File: src/include/tcf_params.svh
// constants for the tape coupler: register map, field positions, timings
// assumes a 32-bit AHB-Lite slave with word-aligned registers
`ifndef TCF_PARAMS_SVH
`define TCF_PARAMS_SVH
// printed register offsets are even, not all multiples of four: indexes
`define TCF_IDX_STATUS 8'h50
`define TCF_IDX_CMD 8'h51
`define TCF_IDX_BRC 8'h52
`define TCF_IDX_CMA 8'h53
`define TCF_IDX_DATA 8'h54
`define TCF_IDX_RDLN 8'h55
`define TCF_ADDR_STATUS 12'h140
`define TCF_ADDR_CMD 12'h144
`define TCF_ADDR_BRC 12'h148
`define TCF_ADDR_CMA 12'h14C
`define TCF_ADDR_DATA 12'h150
`define TCF_ADDR_RDLN 12'h154
`define TCF_ADDR_IRQ_STAT 12'h180
`define TCF_ADDR_IRQ_EN 12'h184
`define TCF_ADDR_IRQ_CLR 12'h188
`define TCF_ADDR_CTRL 12'h18C
`define TCF_VECTOR 9'h094
// command register fields
`define TCF_CMD_GO 0
`define TCF_CMD_FN_LO 1
`define TCF_CMD_UNIT_LO 8
`define TCF_CMD_DEN 13
// control register fields
`define TCF_CTRL_INIT 0
`define TCF_CTRL_7TRK 1
// irq bits
`define TCF_IRQ_DONE 0
`define TCF_IRQ_ERR 1
`define TCF_IRQ_ST_FAIL 2
// self test length and pattern
`define TCF_ST_CYCLES 16'd64
`define TCF_ST_PATTERN 16'hA5C3
`endif

File: src/include/tcf_pkg.sv
// types for the tape coupler
// assumes tcf_params.svh for numeric constants
package tcf_pkg;
	typedef enum logic [2:0] {
		TCF_FN_READ = 3'h0,
		TCF_FN_WRITE = 3'h1,
		TCF_FN_WEOF = 3'h2,
		TCF_FN_SPFWD = 3'h3,
		TCF_FN_SPREV = 3'h4,
		TCF_FN_ERASE = 3'h5,
		TCF_FN_REWIND = 3'h6,
		TCF_FN_NOP = 3'h7
	} tcf_fn_e;
	typedef enum logic [3:0] {
		TCF_ST_TEST = 4'h0,
		TCF_ST_IDLE = 4'h1,
		TCF_ST_ISSUE = 4'h2,
		TCF_ST_WAITBSY = 4'h3,
		TCF_ST_XFER = 4'h4,
		TCF_ST_DMA = 4'h5,
		TCF_ST_WAITEND = 4'h6,
		TCF_ST_CHAIN = 4'h7,
		TCF_ST_DONE = 4'h8
	} tcf_state_e;
endpackage

File: src/verilog/tcf_coupler.sv
// tape coupler: AHB-Lite registers, command sequencer, formatter link, dma
// assumes formatter pins arrive asynchronous; dma master handshake on hclk
//
// Chosen here: register access over AHB-Lite and the address map.
`timescale 1ns/100ps
`default_nettype none
`include "tcf_params.svh"
// Notes on behaviour
// - self test runs after reset and after a software initialise.
// - pass indicator lights only after a successful self test.
// - busy and dma-active indicators are driven while running.
// - data moves as 16-bit words by dma; commands via registers.
// - fixed interrupt vector 224 presented with the interrupt grant.
// - interrupt on operation done, on a hard error while a command runs, and on a failed self test.
// - each command becomes one or an ordered string of formatter commands.
// - data words are held and interlocked so none is lost.
// - unit number selects formatter and transport, eight drives.
// - jumper fitted: low byte first; removed: high byte first.
// - write bytes go out on eight lines, one per demand strobe.
// - parity select stays low unless seven-track mode is set.
// - six word registers at consecutive indexes from the status one.
module tcf_coupler import tcf_pkg::*; (
	// clock and reset
	input wire logic hclk,
	input wire logic hresetn,
	// ahb-lite slave
	input wire logic hsel,
	input wire logic [11:0] haddr,
	input wire logic [1:0] htrans,
	input wire logic hwrite,
	input wire logic [2:0] hsize,
	input wire logic [31:0] hwdata,
	input wire logic hready,
	output logic [31:0] hrdata,
	output logic hreadyout,
	output logic hresp,
	// dma word port to host memory
	output logic dma_req,
	output logic dma_wr,
	output logic [15:0] dma_addr,
	output logic [15:0] dma_wdata,
	input wire logic [15:0] dma_rdata,
	input wire logic dma_ack,
	// host interrupt
	output logic irq,
	input wire logic irq_grant,
	output logic [8:0] irq_vector,
	// formatter link
	output logic initiate_command_line,
	output logic reverse_direction_line,
	output logic rewind_line,
	output logic write_read_select,
	output logic write_file_mark_line,
	output logic erase_line,
	output logic edit_line,
	output logic transport_select_0,
	output logic transport_select_1,
	output logic formatter_select_line,
	output logic density_select_line,
	output logic parity_select_line,
	output logic last_word_line,
	output logic [7:0] write_data,
	input wire logic formatter_busy_line,
	input wire logic data_busy_line,
	input wire logic write_demand_strobe,
	input wire logic read_byte_strobe,
	input wire logic [7:0] read_data,
	input wire logic hard_error_line,
	input wire logic corrected_error_line,
	input wire logic file_mark_seen_line,
	input wire logic end_of_tape_line,
	input wire logic load_point_line,
	input wire logic rewinding_line,
	input wire logic file_protect_line,
	input wire logic on_line_line,
	input wire logic byte_order_jumper,
	// indicators
	output logic diag_pass_led,
	output logic busy_led,
	output logic dma_led
);
	localparam int NS = 14;
	// two-stage synchronisers for every formatter input
	logic [NS-1:0] sy1_ff, sy2_ff, sy3_ff;
	wire logic [NS-1:0] pins = {formatter_busy_line, data_busy_line,
		write_demand_strobe, read_byte_strobe, hard_error_line,
		corrected_error_line, file_mark_seen_line, end_of_tape_line,
		load_point_line, rewinding_line, file_protect_line, on_line_line,
		byte_order_jumper, 1'b0};
	logic [7:0] rd1_ff, rd2_ff;
	always_ff @(posedge hclk or negedge hresetn) begin
		if (!hresetn) begin
			sy1_ff <= '0;
			sy2_ff <= '0;
			sy3_ff <= '0;
			rd1_ff <= 8'h00;
			rd2_ff <= 8'h00;
		end else begin
			sy1_ff <= pins;
			sy2_ff <= sy1_ff;
			sy3_ff <= sy2_ff;
			rd1_ff <= read_data;
			rd2_ff <= rd1_ff;
		end
	end
	wire logic f_busy = sy2_ff[13];
	wire logic d_busy = sy2_ff[12];
	wire logic dem_rise = sy2_ff[11] & ~sy3_ff[11];
	wire logic rstr_rise = sy2_ff[10] & ~sy3_ff[10];
	wire logic hard_err = sy2_ff[9];
	wire logic low_first = sy2_ff[1];
	wire logic [15:0] tape_status = {sy2_ff[9:2], 8'h00};

	// ahb address phase capture
	logic ap_wr_ff;
	logic [11:0] ap_addr_ff;
	wire logic ap_take = hsel & hready & htrans[1];
	always_ff @(posedge hclk or negedge hresetn) begin
		if (!hresetn) begin
			ap_wr_ff <= 1'b0;
			ap_addr_ff <= 12'h000;
		end else begin
			ap_wr_ff <= ap_take & hwrite;
			ap_addr_ff <= haddr;
		end
	end
	wire logic wr_cmd = ap_wr_ff && ap_addr_ff == `TCF_ADDR_CMD;

	// registers and sequencer
	tcf_state_e st_ff, nxt_st;
	logic [15:0] cmd_ff, nxt_cmd, brc_ff, nxt_brc, cma_ff, nxt_cma;
	logic [15:0] dbuf_ff, nxt_dbuf, tcnt_ff, nxt_tcnt;
	logic [2:0] ist_ff, nxt_ist, ien_ff, nxt_ien;
	logic [1:0] ctrl_ff, nxt_ctrl;
	logic full_ff, nxt_full, hi_ff, nxt_hi, pass_ff, nxt_pass;
	logic go_ff, nxt_go, dreq_ff, nxt_dreq, wrsel_ff, nxt_wrsel;
	logic [7:0] wd_ff, nxt_wd;
	logic [2:0] fn_ff, nxt_fn;
	logic [31:0] rdata_ff, nxt_rdata;

	always_comb begin
		nxt_st = st_ff;
		nxt_cmd = cmd_ff;
		nxt_brc = brc_ff;
		nxt_cma = cma_ff;
		nxt_dbuf = dbuf_ff;
		nxt_tcnt = tcnt_ff;
		nxt_ist = ist_ff;
		nxt_ien = ien_ff;
		nxt_ctrl = ctrl_ff;
		nxt_full = full_ff;
		nxt_hi = hi_ff;
		nxt_pass = pass_ff;
		nxt_go = go_ff;
		nxt_dreq = dreq_ff;
		nxt_wrsel = wrsel_ff;
		nxt_wd = wd_ff;
		nxt_fn = fn_ff;
		nxt_rdata = 32'h0000_0000;
		if (ap_wr_ff) begin
			case (ap_addr_ff)
				`TCF_ADDR_CMD: nxt_cmd = hwdata[15:0];
				`TCF_ADDR_BRC: nxt_brc = hwdata[15:0];
				`TCF_ADDR_CMA: nxt_cma = hwdata[15:0];
				`TCF_ADDR_DATA: nxt_dbuf = hwdata[15:0];
				`TCF_ADDR_IRQ_EN: nxt_ien = hwdata[2:0];
				`TCF_ADDR_IRQ_CLR: nxt_ist = ist_ff & ~hwdata[2:0];
				`TCF_ADDR_CTRL: nxt_ctrl = hwdata[1:0];
				default: ;
			endcase
		end
		// decoded in the address phase so hrdata stands in the data phase
		if (ap_take && !hwrite) begin
			case (haddr)
				`TCF_ADDR_STATUS: nxt_rdata = {16'h0000, tape_status[15:8],
					3'h0, full_ff, 1'b0, pass_ff, st_ff == TCF_ST_IDLE,
					dreq_ff};
				`TCF_ADDR_CMD: nxt_rdata = {16'h0000, cmd_ff};
				`TCF_ADDR_BRC: nxt_rdata = {16'h0000, brc_ff};
				`TCF_ADDR_CMA: nxt_rdata = {16'h0000, cma_ff};
				`TCF_ADDR_DATA: nxt_rdata = {16'h0000, dbuf_ff};
				`TCF_ADDR_RDLN: nxt_rdata = {24'h000000, rd2_ff};
				`TCF_ADDR_IRQ_STAT: nxt_rdata = {29'h0, ist_ff};
				`TCF_ADDR_IRQ_EN: nxt_rdata = {29'h0, ien_ff};
				`TCF_ADDR_CTRL: nxt_rdata = {30'h0, ctrl_ff};
				default: nxt_rdata = 32'h0000_0000;
			endcase
		end
		case (st_ff)
			TCF_ST_TEST: begin
				nxt_tcnt = tcnt_ff + 16'd1;
				nxt_dbuf = dbuf_ff ^ `TCF_ST_PATTERN;
				if (tcnt_ff == `TCF_ST_CYCLES) begin
					nxt_pass = dbuf_ff == 16'h0000;
					if (dbuf_ff != 16'h0000)
						nxt_ist[`TCF_IRQ_ST_FAIL] = 1'b1;
					nxt_st = TCF_ST_IDLE;
				end
			end
			TCF_ST_IDLE: begin
				if (wr_cmd && hwdata[`TCF_CMD_GO]) begin
					nxt_fn = hwdata[`TCF_CMD_FN_LO +: 3];
					nxt_full = 1'b0;
					nxt_hi = 1'b0;
					nxt_wrsel = hwdata[`TCF_CMD_FN_LO +: 3] == TCF_FN_WRITE
						|| hwdata[`TCF_CMD_FN_LO +: 3] == TCF_FN_WEOF
						|| hwdata[`TCF_CMD_FN_LO +: 3] == TCF_FN_ERASE;
					nxt_st = TCF_ST_ISSUE;
				end
			end
			TCF_ST_ISSUE: if (!f_busy) begin
				nxt_go = 1'b1;
				nxt_st = TCF_ST_WAITBSY;
			end
			TCF_ST_WAITBSY: if (f_busy) begin
				nxt_go = 1'b0;
				nxt_st = (fn_ff == TCF_FN_READ || fn_ff == TCF_FN_WRITE)
					? TCF_ST_XFER : TCF_ST_WAITEND;
			end
			TCF_ST_XFER: begin
				if (fn_ff == TCF_FN_WRITE && !full_ff && !dreq_ff
					&& brc_ff != 16'h0000) begin
					nxt_dreq = 1'b1;
					nxt_st = TCF_ST_DMA;
				end else if (fn_ff == TCF_FN_WRITE && dem_rise && full_ff) begin
					nxt_wd = (low_first ^ hi_ff) ? dbuf_ff[7:0] : dbuf_ff[15:8];
					nxt_hi = ~hi_ff;
					if (hi_ff) begin
						nxt_full = 1'b0;
						nxt_brc = brc_ff + 16'd2;
					end
				end else if (fn_ff == TCF_FN_READ && rstr_rise) begin
					if (low_first ^ hi_ff)
						nxt_dbuf[7:0] = rd2_ff;
					else
						nxt_dbuf[15:8] = rd2_ff;
					nxt_hi = ~hi_ff;
					if (hi_ff) begin
						nxt_dreq = 1'b1;
						nxt_brc = brc_ff + 16'd2;
						nxt_st = TCF_ST_DMA;
					end
				end else if (!d_busy && !f_busy) begin
					nxt_st = TCF_ST_DONE;
				end
				if (brc_ff == 16'h0000 && fn_ff == TCF_FN_WRITE && !full_ff)
					nxt_st = TCF_ST_WAITEND;
			end
			TCF_ST_DMA: if (dma_ack) begin
				nxt_dreq = 1'b0;
				nxt_cma = cma_ff + 16'd2;
				if (fn_ff == TCF_FN_WRITE) begin
					nxt_dbuf = dma_rdata;
					nxt_full = 1'b1;
				end
				nxt_st = TCF_ST_XFER;
			end
			TCF_ST_WAITEND: if (!f_busy)
				nxt_st = fn_ff == TCF_FN_ERASE ? TCF_ST_CHAIN : TCF_ST_DONE;
			TCF_ST_CHAIN: begin
				nxt_fn = TCF_FN_WEOF;
				nxt_st = TCF_ST_ISSUE;
			end
			TCF_ST_DONE: begin
				nxt_ist[`TCF_IRQ_DONE] = 1'b1;
				if (hard_err)
					nxt_ist[`TCF_IRQ_ERR] = 1'b1;
				nxt_st = TCF_ST_IDLE;
			end
			default: nxt_st = TCF_ST_IDLE;
		endcase
		if (hard_err && st_ff != TCF_ST_IDLE && st_ff != TCF_ST_TEST)
			nxt_ist[`TCF_IRQ_ERR] = 1'b1;
		if (ap_wr_ff && ap_addr_ff == `TCF_ADDR_CTRL
			&& hwdata[`TCF_CTRL_INIT]) begin
			nxt_st = TCF_ST_TEST;
			nxt_tcnt = 16'h0000;
			nxt_dbuf = 16'h0000;
			nxt_pass = 1'b0;
			nxt_go = 1'b0;
			nxt_dreq = 1'b0;
		end
	end

	always_ff @(posedge hclk or negedge hresetn) begin
		if (!hresetn) begin
			st_ff <= TCF_ST_TEST;
			cmd_ff <= 16'h0000;
			brc_ff <= 16'h0000;
			cma_ff <= 16'h0000;
			dbuf_ff <= 16'h0000;
			tcnt_ff <= 16'h0000;
			ist_ff <= 3'h0;
			ien_ff <= 3'h0;
			ctrl_ff <= 2'h0;
			full_ff <= 1'b0;
			hi_ff <= 1'b0;
			pass_ff <= 1'b0;
			go_ff <= 1'b0;
			dreq_ff <= 1'b0;
			wrsel_ff <= 1'b0;
			wd_ff <= 8'h00;
			fn_ff <= 3'h7;
			rdata_ff <= 32'h0000_0000;
		end else begin
			st_ff <= nxt_st;
			cmd_ff <= nxt_cmd;
			brc_ff <= nxt_brc;
			cma_ff <= nxt_cma;
			dbuf_ff <= nxt_dbuf;
			tcnt_ff <= nxt_tcnt;
			ist_ff <= nxt_ist;
			ien_ff <= nxt_ien;
			ctrl_ff <= nxt_ctrl;
			full_ff <= nxt_full;
			hi_ff <= nxt_hi;
			pass_ff <= nxt_pass;
			go_ff <= nxt_go;
			dreq_ff <= nxt_dreq;
			wrsel_ff <= nxt_wrsel;
			wd_ff <= nxt_wd;
			fn_ff <= nxt_fn;
			rdata_ff <= nxt_rdata;
		end
	end

	// output flops for interrupt, vector and indicators
	logic irq_ff, busy_ff, dled_ff, vec_ff;
	always_ff @(posedge hclk or negedge hresetn) begin
		if (!hresetn) begin
			irq_ff <= 1'b0;
			busy_ff <= 1'b0;
			dled_ff <= 1'b0;
			vec_ff <= 1'b0;
		end else begin
			irq_ff <= |(nxt_ist & nxt_ien);
			busy_ff <= nxt_st != TCF_ST_IDLE;
			dled_ff <= nxt_dreq;
			vec_ff <= irq_grant & irq_ff;
		end
	end
	assign irq = irq_ff;
	assign irq_vector = vec_ff ? `TCF_VECTOR : 9'h000;
	assign busy_led = busy_ff;
	assign dma_led = dled_ff;
	assign diag_pass_led = pass_ff;
	assign hrdata = rdata_ff;
	assign hreadyout = 1'b1;
	assign hresp = 1'b0;
	assign dma_req = dreq_ff;
	assign dma_wr = ~wrsel_ff;
	assign dma_addr = cma_ff;
	assign dma_wdata = dbuf_ff;
	// control lines come from the command register, steady through the op
	assign initiate_command_line = go_ff;
	assign reverse_direction_line = fn_ff == TCF_FN_SPREV;
	assign rewind_line = fn_ff == TCF_FN_REWIND;
	assign write_read_select = wrsel_ff;
	assign write_file_mark_line = fn_ff == TCF_FN_WEOF;
	assign erase_line = fn_ff == TCF_FN_ERASE;
	assign edit_line = 1'b0;
	assign transport_select_0 = cmd_ff[`TCF_CMD_UNIT_LO];
	assign transport_select_1 = cmd_ff[`TCF_CMD_UNIT_LO + 1];
	assign formatter_select_line = cmd_ff[`TCF_CMD_UNIT_LO + 2];
	assign density_select_line = cmd_ff[`TCF_CMD_DEN];
	assign parity_select_line = ctrl_ff[`TCF_CTRL_7TRK];
	assign last_word_line = full_ff && brc_ff == 16'hFFFE;
	assign write_data = wd_ff;

	a_go_idle: assert property (@(posedge hclk) disable iff (!hresetn)
		$rose(go_ff) |-> $past(!f_busy)) else $error("go while busy");
	a_irq_cause: assert property (@(posedge hclk) disable iff (!hresetn)
		irq |-> $past(|(ist_ff & ien_ff)) || $past(|(nxt_ist & nxt_ien)))
		else $error("irq without cause");
	a_par_gnd: assert property (@(posedge hclk) disable iff (!hresetn)
		!ctrl_ff[`TCF_CTRL_7TRK] |-> !parity_select_line)
		else $error("parity select driven");
	a_pass_test: assert property (@(posedge hclk) disable iff (!hresetn)
		st_ff == TCF_ST_TEST |-> !diag_pass_led)
		else $error("pass lit during test");
	a_vec_value: assert property (@(posedge hclk) disable iff (!hresetn)
		irq_grant && irq |=> irq_vector == `TCF_VECTOR)
		else $error("bad vector");
	a_dma_led: assert property (@(posedge hclk) disable iff (!hresetn)
		$rose(dma_req) |-> dma_led) else $error("dma led off");
	a_busy_led: assert property (@(posedge hclk) disable iff (!hresetn)
		st_ff == TCF_ST_XFER |-> ##1 busy_led)
		else $error("busy led off");
	a_cma_step: assert property (@(posedge hclk) disable iff (!hresetn)
		st_ff == TCF_ST_DMA && dma_ack && !ap_wr_ff |=>
		cma_ff == $past(cma_ff) + 16'd2) else $error("address step");
endmodule
`default_nettype wire
File: config.mk
export PLATFORM = sky130hd
export DESIGN_NAME = tcf_coupler
export DESIGN_NICKNAME = d
export VERILOG_FILES = /design/src/include/tcf_pkg.sv /design/src/verilog/tcf_coupler.sv
export VERILOG_INCLUDE_DIRS = /design/src /design/src/include
export SDC_FILE = /design/constraint.sdc
export NUM_CORES = 1
export LEC_CHECK = 0
export BUFFER_PORTS_ARGS = -buffer_cell sky130_fd_sc_hd__buf_2
export CAP_MARGIN = 0
export CORE_ASPECT_RATIO = 1.4
export CORE_MARGIN = 2
export CORE_UTILIZATION = 45
export CTS_CLUSTER_DIAMETER = 40
export DETAILED_ROUTE_END_ITERATION = 10
export PLACE_DENSITY = 0.68
export SETUP_SLACK_MARGIN = 0.15
export SYNTH_ARGS = -nofsm -noshare
export SYNTH_HDL_FRONTEND = slang
export SYNTH_SLANG_ARGS = --single-unit
File: constraint.sdc
create_clock -name hclk -period 2.75 [get_ports hclk]
set_input_delay 0.1375 -clock hclk [delete_from_list [all_inputs] [get_ports hclk]]
set_output_delay 0.1375 -clock hclk [all_outputs]
set_load 0.01 [all_outputs]
==> tab_implementation.tex, run 1 <==
\begin{tabular}{lr}
\hline
Metric & Value \\
\hline
\multicolumn{2}{l}{\textbf{CTS}} \\
CTS H-Tree Depth & 4 \\
TritonCTS clock tree & yes \\
CTS Buf Count & 17 \\
Clock Root Buffer & sky130\_fd\_sc\_hd\_\_clkbuf\_16 \\
Clock Sink Count & 185 \\
Clk buf depth & 2 \\
Clock Latency Late Sink & 440 ps \\
Clock edge transition at the registers on the reported setup and hold paths & 70 ps \\
\multicolumn{2}{l}{\textbf{Floorplanning}} \\
Die height & 170 um \\
Initial core utilization & 0.460 \\
Site row count & 60 \\
Top-level port count & 195 \\
Horizontal die dimension & 123 um \\
Die Footprint & 20,900 um\^{}2 \\
Placeable core region & 19,300 um\^{}2 \\
\multicolumn{2}{l}{\textbf{Worst hold path}} \\
Cell depth of the worst min-delay path & 3 \\
Beginning of the worst hold path & hwdata[4] \\
Class of the most critical hold timing path & in2reg \\
Destination of the worst hold path & brc\_ff[4] \\
\multicolumn{2}{l}{\textbf{Final layout}} \\
Share of the core filled with cells in the final layout & 0.569 \\
Non-filler instance count after layout & 1,326 \\
Final nets & 1,162 \\
Fraction of layout instances using a drive strength above 1 & 0.250 \\
Area added between synthesis and finish & 23.9\% \\
Finished layout cell area & 11,000 um\^{}2 \\
Total inserted antenna cells & 0 \\
\multicolumn{2}{l}{\textbf{Setup path}} \\
Startpoint of the worst register-to-register path & ap\_addr\_ff[10] \\
Maximum fanout encountered on the critical timing path & 5 \\
Flop2flop setup slack & 330 ps \\
Required time worst endpoint & 3070 ps \\
Type of destination of the critical path & flop \\
Capturing point of the worst reg2reg path & irq \\
Launching instance or port of the critical path & ap\_addr\_ff[10] \\
CP Launch Type & flop \\
Arrival time at the worst endpoint & 2740 ps \\
Depth of the most critical reg-to-reg path & 6 \\
Critical path type & reg2reg \\
\multicolumn{2}{l}{\textbf{Placement}} \\
Hpwl dp & 20.1 mm \\
Post-placement setup slack & 194 ps \\
Placed inst area & 9960 um\^{}2 \\
Post-Place Cells & 1,254 \\
Port Buffer Count & 149 \\
RD Place Congestion & 0.954 \\
\multicolumn{2}{l}{\textbf{Yosys}} \\
Synth area leaders & sky130\_fd\_sc\_hd\_\_dfrtp\_1 51\%, sky130\_fd\_sc\_hd\_\_nor2\_1 4.1\%, sky130\_fd\_sc\_hd\_\_mux2i\_1 2.8\% \\
Post-synth EDFFs & 0 \\
Synthesized flop and latch total & 185 \\
Share of the synthesized area in the top cell type & 0.514 \\
Dominant synthesized flop cell & sky130\_fd\_sc\_hd\_\_dfrtp\_1 \\
Yosys warnings & 0 \\
Sequential cell area fraction in the yosys report & 0.523 \\
Post-synthesis instance area & 8870 um\^{}2 \\
Biggest area consumer among synthesized cells & sky130\_fd\_sc\_hd\_\_dfrtp\_1 \\
Share of async-settable or async-resettable flops after synthesis & 1.00 \\
Netlist cell types & 75 \\
Post-synthesis instance total & 864 \\
Mean post-synth cell area & 10.3 um\^{}2 \\
\multicolumn{2}{l}{\textbf{Global route}} \\
Global-route wire length before repair & 41.8 mm \\
Initial antenna violation count & 0 \\
Overflow left after global routing & 0 \\
Maximum number of pins on one net before global-route repair & 82 \\
Via count of the first global-routing pass & 7,447 \\
Global routing usage summed across all routing layers & 0.268 \\
\multicolumn{2}{l}{\textbf{Route}} \\
WL per Instance & 20.8 um \\
Antenna-violating nets left & 0 \\
Number of vias after detailed routing & 7,842 \\
Number of vias per cell & 5.91 \\
DR DRC count & 0 \\
Number of DRC markers in iteration 0 & 769 \\
Final Routed Wirelength & 27.5 mm \\
Pre-antenna DRT Iters & 6 \\
\multicolumn{2}{l}{\textbf{Timing}} \\
Worst-Margin Slew & 724 ps \\
Total of endpoints with negative setup slack in the final report & 0 \\
Final Critical Period & 2420 ps \\
Setup skew after layout & 10.4 ps \\
RSZ-0062 raised after global routing & false \\
Period Utilization, post-route & 0.879 \\
Endpoints failing hold & 0 \\
Maximum operating frequency & 414 MHz \\
Slew Viols, Final & 0 \\
Worst setup slack after layout & 332 ps \\
Fin Hold WS & 39.8 ps \\
Summed negative setup slack over all endpoints & 0 ps \\
Max-Slew Margin vs Limit & 0.518 \\
\multicolumn{2}{l}{\textbf{Run status}} \\
Run status & complete, no violations \\
\multicolumn{2}{l}{\textbf{Pwr}} \\
Fraction of power consumed by the clock network & 0.384 \\
Internal Dissipation & 4.63 mW \\
Sequential share of power & 0.495 \\
Switching power summed over all nets & 1.94 mW \\
Overall power after layout & 6.57 mW \\
Power density normalized to cell area & 598 nW/um\^{}2 \\
Power share of the combinational group & 0.121 \\
Maximum resistive drop on vdd & 0.367 mV \\
Leakage dissipation & 5.00 nW \\
Switching fraction of total power & 0.295 \\
\multicolumn{2}{l}{\textbf{Flow run}} \\
Number of max-capacitance violations reported & 0 \\
\hline
\end{tabular}
-- worst max path at each step --
stage | end | slack [ps]
after floorplan | brc_ff[14] | 400
after global placement | irq | 250
after detailed placement | irq | 190
after CTS | irq | 190
after global routing | fn_ff[0] | 170
final | irq | 330
-- synthesized netlist by cell type, types with 3 or more instances --
| master | n |
|---|---|
| sky130_fd_sc_hd__or2_2 | 3 |
| sky130_fd_sc_hd__nor4_1 | 15 |
| sky130_fd_sc_hd__a311oi_1 | 3 |
| sky130_fd_sc_hd__nor3b_1 | 7 |
| sky130_fd_sc_hd__a222oi_1 | 12 |
| sky130_fd_sc_hd__o211ai_1 | 6 |
| sky130_fd_sc_hd__nor2b_1 | 6 |
| sky130_fd_sc_hd__buf_4 | 29 |
| sky130_fd_sc_hd__ha_1 | 4 |
| sky130_fd_sc_hd__dfstp_2 | 3 |
| sky130_fd_sc_hd__a31oi_1 | 9 |
| sky130_fd_sc_hd__nor3_1 | 16 |
| sky130_fd_sc_hd__a221o_1 | 9 |
| sky130_fd_sc_hd__or3_1 | 6 |
| sky130_fd_sc_hd__and2_1 | 3 |
| sky130_fd_sc_hd__a21o_1 | 4 |
| sky130_fd_sc_hd__xnor2_1 | 4 |
| sky130_fd_sc_hd__o22ai_1 | 7 |
| sky130_fd_sc_hd__xor2_1 | 12 |
| sky130_fd_sc_hd__o21a_1 | 9 |
| sky130_fd_sc_hd__dfrtp_1 | 182 |
| sky130_fd_sc_hd__nor3_2 | 4 |
| sky130_fd_sc_hd__nor4b_1 | 4 |
| sky130_fd_sc_hd__a211o_1 | 3 |
| sky130_fd_sc_hd__nand2b_1 | 3 |
| sky130_fd_sc_hd__a22oi_1 | 25 |
| sky130_fd_sc_hd__buf_2 | 7 |
| sky130_fd_sc_hd__nand4_1 | 17 |
| sky130_fd_sc_hd__nand3_1 | 28 |
| sky130_fd_sc_hd__nand2_1 | 65 |
| sky130_fd_sc_hd__inv_1 | 18 |
| sky130_fd_sc_hd__mux2i_1 | 25 |
| sky130_fd_sc_hd__mux2_2 | 20 |
| sky130_fd_sc_hd__clkbuf_1 | 33 |
| sky130_fd_sc_hd__o21ai_0 | 30 |
| sky130_fd_sc_hd__a211oi_1 | 8 |
| sky130_fd_sc_hd__a221oi_1 | 11 |
| sky130_fd_sc_hd__nor2_1 | 98 |
| sky130_fd_sc_hd__o221a_2 | 5 |
| sky130_fd_sc_hd__and3_1 | 14 |
| sky130_fd_sc_hd__a21oi_1 | 48 |
| sky130_fd_sc_hd__a22o_1 | 3 |
-- layer usage --
layer / up-vias / GRT usage / wire [um]
met1: 3859 / 0.324 / 10400
met3: 59 / 0.0432 / 1750
met4: 0 / 0.128 / 1190
met5: - / 0 / 0
met2: 372 / 0.462 / 14200
li1: 3552 / - / -
-- what timing repair did --
item                       4_1_cts  5_1_grt
hold buffers                    36        0
setup buffers                    0        4
setup endpoints to repair        0        8
resized for setup                0        3
hold endpoints to repair       113        0
-- power groups by stage --
| stage | clock network [mW] | logic (mW) | registers [mW] |
|---|---|---|---|
| finish | 2.52 | 0.792 | 3.25 |
| global route | 2.66 | 0.890 | 3.28 |
| CTS | 2.56 | 0.791 | 3.24 |
| detailed placement | 0 | 0.747 | 3.30 |
| global placement | 0 | 0.731 | 3.29 |
| floorplan | 0 | 0.435 | 3.20 |
-- flip-flops by register name (all words and copies together) (netlist names), 2 cells and up --
signal / count
hrdata: 16
cmd_ff: 16
st_ff: 4
sy1_ff: 13
rd1_ff: 8
ap_addr_ff: 12
ist_ff: 3
sy3_ff: 2
write_data: 8
dma_wdata: 16
tcnt_ff: 16
ctrl_ff: 2
rd2_ff: 8
dma_addr: 16
ien_ff: 3
fn_ff: 3
sy2_ff: 13
brc_ff: 16
-- placed cells by master (no fill, tap or decap), drive strengths merged, types with 8 or more instances in the layout --
cell | synthesis | routed
nor4 | 16 | 16
buf | 37 | 192
nor3 | 20 | 20
nand2 | 65 | 65
o21ai | 33 | 33
inv | 18 | 25
a221o | 9 | 9
clkbuf | 33 | 19
a222oi | 12 | 12
a22oi | 25 | 25
mux2 | 22 | 22
dfrtp | 182 | 182
conb | 2 | 25
dlygate4sd3 | 0 | 36
a31oi | 9 | 9
o21a | 9 | 9
nor2 | 98 | 98
nand3 | 28 | 28
and3 | 14 | 14
a221oi | 11 | 11
xor2 | 12 | 12
mux2i | 25 | 25
nand4 | 17 | 17
a211oi | 8 | 8
a21oi | 48 | 48
-- critical path: stages (launching register included) --
cell	delay [ps]
sky130_fd_sc_hd__dfrtp_1	370
sky130_fd_sc_hd__nand4bb_1	300
sky130_fd_sc_hd__or4b_2	730
sky130_fd_sc_hd__nor3_2	250
sky130_fd_sc_hd__mux2_2	380
sky130_fd_sc_hd__a22oi_1	200
sky130_fd_sc_hd__nand2_1	70
-- cell type report --
cell class / instances / area, um^2
multi-input cells: 614 / 3880
clock buffers: 18 / 439
repair buffers: 229 / 1470
clock inverters: 14 / 178
inverters: 18 / 67.6
well taps: 248 / 310
flip-flops and latches: 185 / 4630
fillers: 1659 / 8310
-- logic make-up (layout without fill, tap and decap cells) --
family          count (synthesis)  in the layout  synth area share
other cells                     2             25          0.000847
simple gates                  310            310             0.178
flops                         185            185             0.523
mux                            47             47            0.0562
buf+inv                        88            279            0.0505
fa+ha+maj                       4              4           0.00564
xor+xnor                       16             16            0.0158
compound gates                212            212             0.170
(Power assumes the default switching activity.)
==> run 2, diff against run 1 <==
==> constraint.sdc (replaced) <==
create_clock -name hclk -period 2.8 [get_ports hclk]
set_input_delay 0.14 -clock hclk [delete_from_list [all_inputs] [get_ports hclk]]
set_output_delay 0.14 -clock hclk [all_outputs]
set_load 0.01 [all_outputs]
==> run 2 against run 1 <==
Against the previous run:
- die area did not move
- power fell by 3.2%
- via count rose by 1.2%
- wire length rose by 1.4%
- global-route usage rose by 0.55 points
- core utilization fell by 0.38 points
- cell count fell by 0.38%
- clock skew rose by 2.1 ps
- non-clock buffer count fell by 5
- largest power group unchanged
==> tab_implementation.tex, run 2 (same netlist as run 1, synthesis figures left out) <==
\begin{tabular}{lr}
\hline
Metric & Value \\
\hline
\multicolumn{2}{l}{\textbf{Setup path}} \\
Type of destination of the critical path & flop \\
Maximum fanout encountered on the critical timing path & 9 (+4) \\
Startpoint of the worst register-to-register path & fn\_ff[2] \\
CP Launch Type & flop \\
Arrival time at the worst endpoint & 2810 ps (+70 ps) \\
Critical path type & reg2reg \\
Capturing point of the worst reg2reg path & dma\_wdata[5] \\
Flop2flop setup slack & 310 ps (-20 ps) \\
Depth of the most critical reg-to-reg path & 7 (+1) \\
Required time worst endpoint & 3120 ps (+50 ps) \\
\multicolumn{2}{l}{\textbf{CTS}} \\
Clock edge transition at the registers on the reported setup and hold paths & 70 ps (about the same) \\
CTS Buf Count & 17 (unchanged) \\
Clock Sink Count & 185 (unchanged) \\
CTS H-Tree Depth & 4 (unchanged) \\
Clock Latency Late Sink & 440 ps (about the same) \\
Clock Root Buffer & sky130\_fd\_sc\_hd\_\_clkbuf\_16 \\
TritonCTS clock tree & yes \\
Clk buf depth & 2 (unchanged) \\
\multicolumn{2}{l}{\textbf{Final layout}} \\
Fraction of layout instances using a drive strength above 1 & 0.247 (-0.00349) \\
Area added between synthesis and finish & 23.0\% \\
Final nets & 1,157 (-0.43\%) \\
Most common library cell in the layout ignoring fill and taps & sky130\_fd\_sc\_hd\_\_dfrtp\_1 \\
Total inserted antenna cells & 0 (unchanged) \\
Share of the core filled with cells in the final layout & 0.565 (-0.00383) \\
Top library cells by usage in the layout, fill and taps aside & 182 x sky130\_fd\_sc\_hd\_\_dfrtp\_1, 148 x sky130\_fd\_sc\_hd\_\_buf\_2, 98 x sky130\_fd\_sc\_hd\_\_nor2\_1 \\
\multicolumn{2}{l}{\textbf{Placement}} \\
Port Buffer Count & 149 (unchanged) \\
RD Place Congestion & 0.974 (+2.1\%) \\
Hpwl dp & 20.0 mm (-0.65\%) \\
Post-placement setup slack & 261 ps (+67.3 ps) \\
\multicolumn{2}{l}{\textbf{Pwr}} \\
Power density normalized to cell area & 583 nW/um\^{}2 (-2.5\%) \\
Maximum resistive drop on vdd & 0.413 mV (+12\%) \\
Leakage dissipation & 4.96 nW (-0.76\%) \\
\multicolumn{2}{l}{\textbf{Worst hold path}} \\
Beginning of the worst hold path & hwdata[4] \\
Cell depth of the worst min-delay path & 2 (-1) \\
Destination of the worst hold path & dma\_wdata[4] \\
Class of the most critical hold timing path & in2reg \\
\multicolumn{2}{l}{\textbf{Route}} \\
Pre-antenna DRT Iters & 8 (+2) \\
WL per Instance & 21.1 um (+1.7\%) \\
Number of DRC markers in iteration 0 & 771 (+0.26\%) \\
DR DRC count & 0 (unchanged) \\
Final Routed Wirelength & 27.9 mm (+1.4\%) \\
Number of vias after detailed routing & 7,940 (+1.2\%) \\
Antenna-violating nets left & 0 (unchanged) \\
Number of vias per cell & 6.01 (+1.6\%) \\
\multicolumn{2}{l}{\textbf{Global route}} \\
Initial antenna violation count & 0 (unchanged) \\
Via count of the first global-routing pass & 7,595 (+2.0\%) \\
Overflow left after global routing & 0 (unchanged) \\
Global-route wire length before repair & 42.9 mm (+2.8\%) \\
Maximum number of pins on one net before global-route repair & 79 (-3.7\%) \\
Global routing usage summed across all routing layers & 0.274 (+0.00548) \\
\multicolumn{2}{l}{\textbf{Timing}} \\
Period Utilization, post-route & 0.889 (+0.00980) \\
Final Critical Period & 2490 ps (+71.4 ps) \\
Total of endpoints with negative setup slack in the final report & 0 (unchanged) \\
Max-Slew Margin vs Limit & 0.527 (+0.00903) \\
Fin Hold WS & 38.4 ps (-1.37 ps) \\
Summed negative setup slack over all endpoints & 0 ps (unchanged) \\
Worst-Margin Slew & 710 ps (-13.5 ps) \\
Worst setup slack after layout & 311 ps (-21.4 ps) \\
RSZ-0062 raised after global routing & false \\
Setup skew after layout & 12.5 ps (+2.11 ps) \\
Endpoints failing hold & 0 (unchanged) \\
Slew Viols, Final & 0 (unchanged) \\
Maximum operating frequency & 402 MHz (-2.9\%) \\
\multicolumn{2}{l}{\textbf{Floorplanning}} \\
Horizontal die dimension & 123 um (unchanged) \\
Die height & 170 um (unchanged) \\
Placeable core region & 19,300 um\^{}2 (unchanged) \\
Site row count & 60 (unchanged) \\
Die Footprint & 20,900 um\^{}2 (unchanged) \\
Top-level port count & 195 (unchanged) \\
Initial core utilization & 0.460 (unchanged) \\
\multicolumn{2}{l}{\textbf{Run status}} \\
Run status & complete, no violations \\
\multicolumn{2}{l}{\textbf{Flow run}} \\
Number of max-capacitance violations reported & 0 (unchanged) \\
\hline
\end{tabular}
## run 2: worst max-delay path, stage by stage (launching register included)
cell                        delay (ps)
sky130_fd_sc_hd__dfstp_2           420
sky130_fd_sc_hd__or4b_4            550
sky130_fd_sc_hd__o31a_1            330
sky130_fd_sc_hd__a2111oi_4         310
sky130_fd_sc_hd__buf_4             210
sky130_fd_sc_hd__o21ai_2            50
sky130_fd_sc_hd__nor2b_4           140
sky130_fd_sc_hd__a221o_1           370
## run 2: area by class of cell
cell class,instances,area [um^2]
Clock buffer,18,439
Clock inverter,14,154
Fill cell,1688,8380
Inverter,18,67.6
Multi-Input combinational cell,614,3880
Sequential cell,185,4630
Tap cell,248,310
Timing Repair Buffer,224,1420
## run 2: power by group
group / switching [mW] / leakage [nW] / internal [mW] / total (mW)
registers: 0.321 / 2.27 / 2.88 / 3.20
logic: 0.418 / 2.40 / 0.356 / 0.774
clock network: 1.17 / 0.293 / 1.22 / 2.39
total: 1.91 / 4.96 / 4.45 / 6.36
## run 2: worst max path at each step
stage                              start      endpoint  slack [ps]  cells after the start
after global placement         brc_ff[3]  dma_wdata[2]         310                      6
after global routing            st_ff[2]  dma_addr[12]         190                      6
after floorplan                 fn_ff[0]    brc_ff[14]         450                      9
final                           fn_ff[2]  dma_wdata[5]         310                      7
after CTS                 ap_addr_ff[10]           irq         250                      6
after detailed placement  ap_addr_ff[10]           irq         260                      6
## run 2: layer usage
layer  global-route usage  share of wire
met5                    0              0
met4                0.143          0.050
met2                0.460           0.50
met1                0.334           0.38
met3               0.0462          0.071
## run 2: what timing repair did
item,CTS,global route
setup buffers,0,3
hold buffers,36,0
resized for setup,0,3
endpoints found under the hold margin,110,0
setup endpoints to repair,0,10
## run 2: stage by stage
step	area (um^2)	power [mW]	instances
after global routing	10900	6.63	1321
after detailed placement	9920	3.97	1250
after floorplan	8950	3.57	887
after CTS	10900	6.39	1318
final	10900	6.36	1321
after global placement	9920	3.95	1250
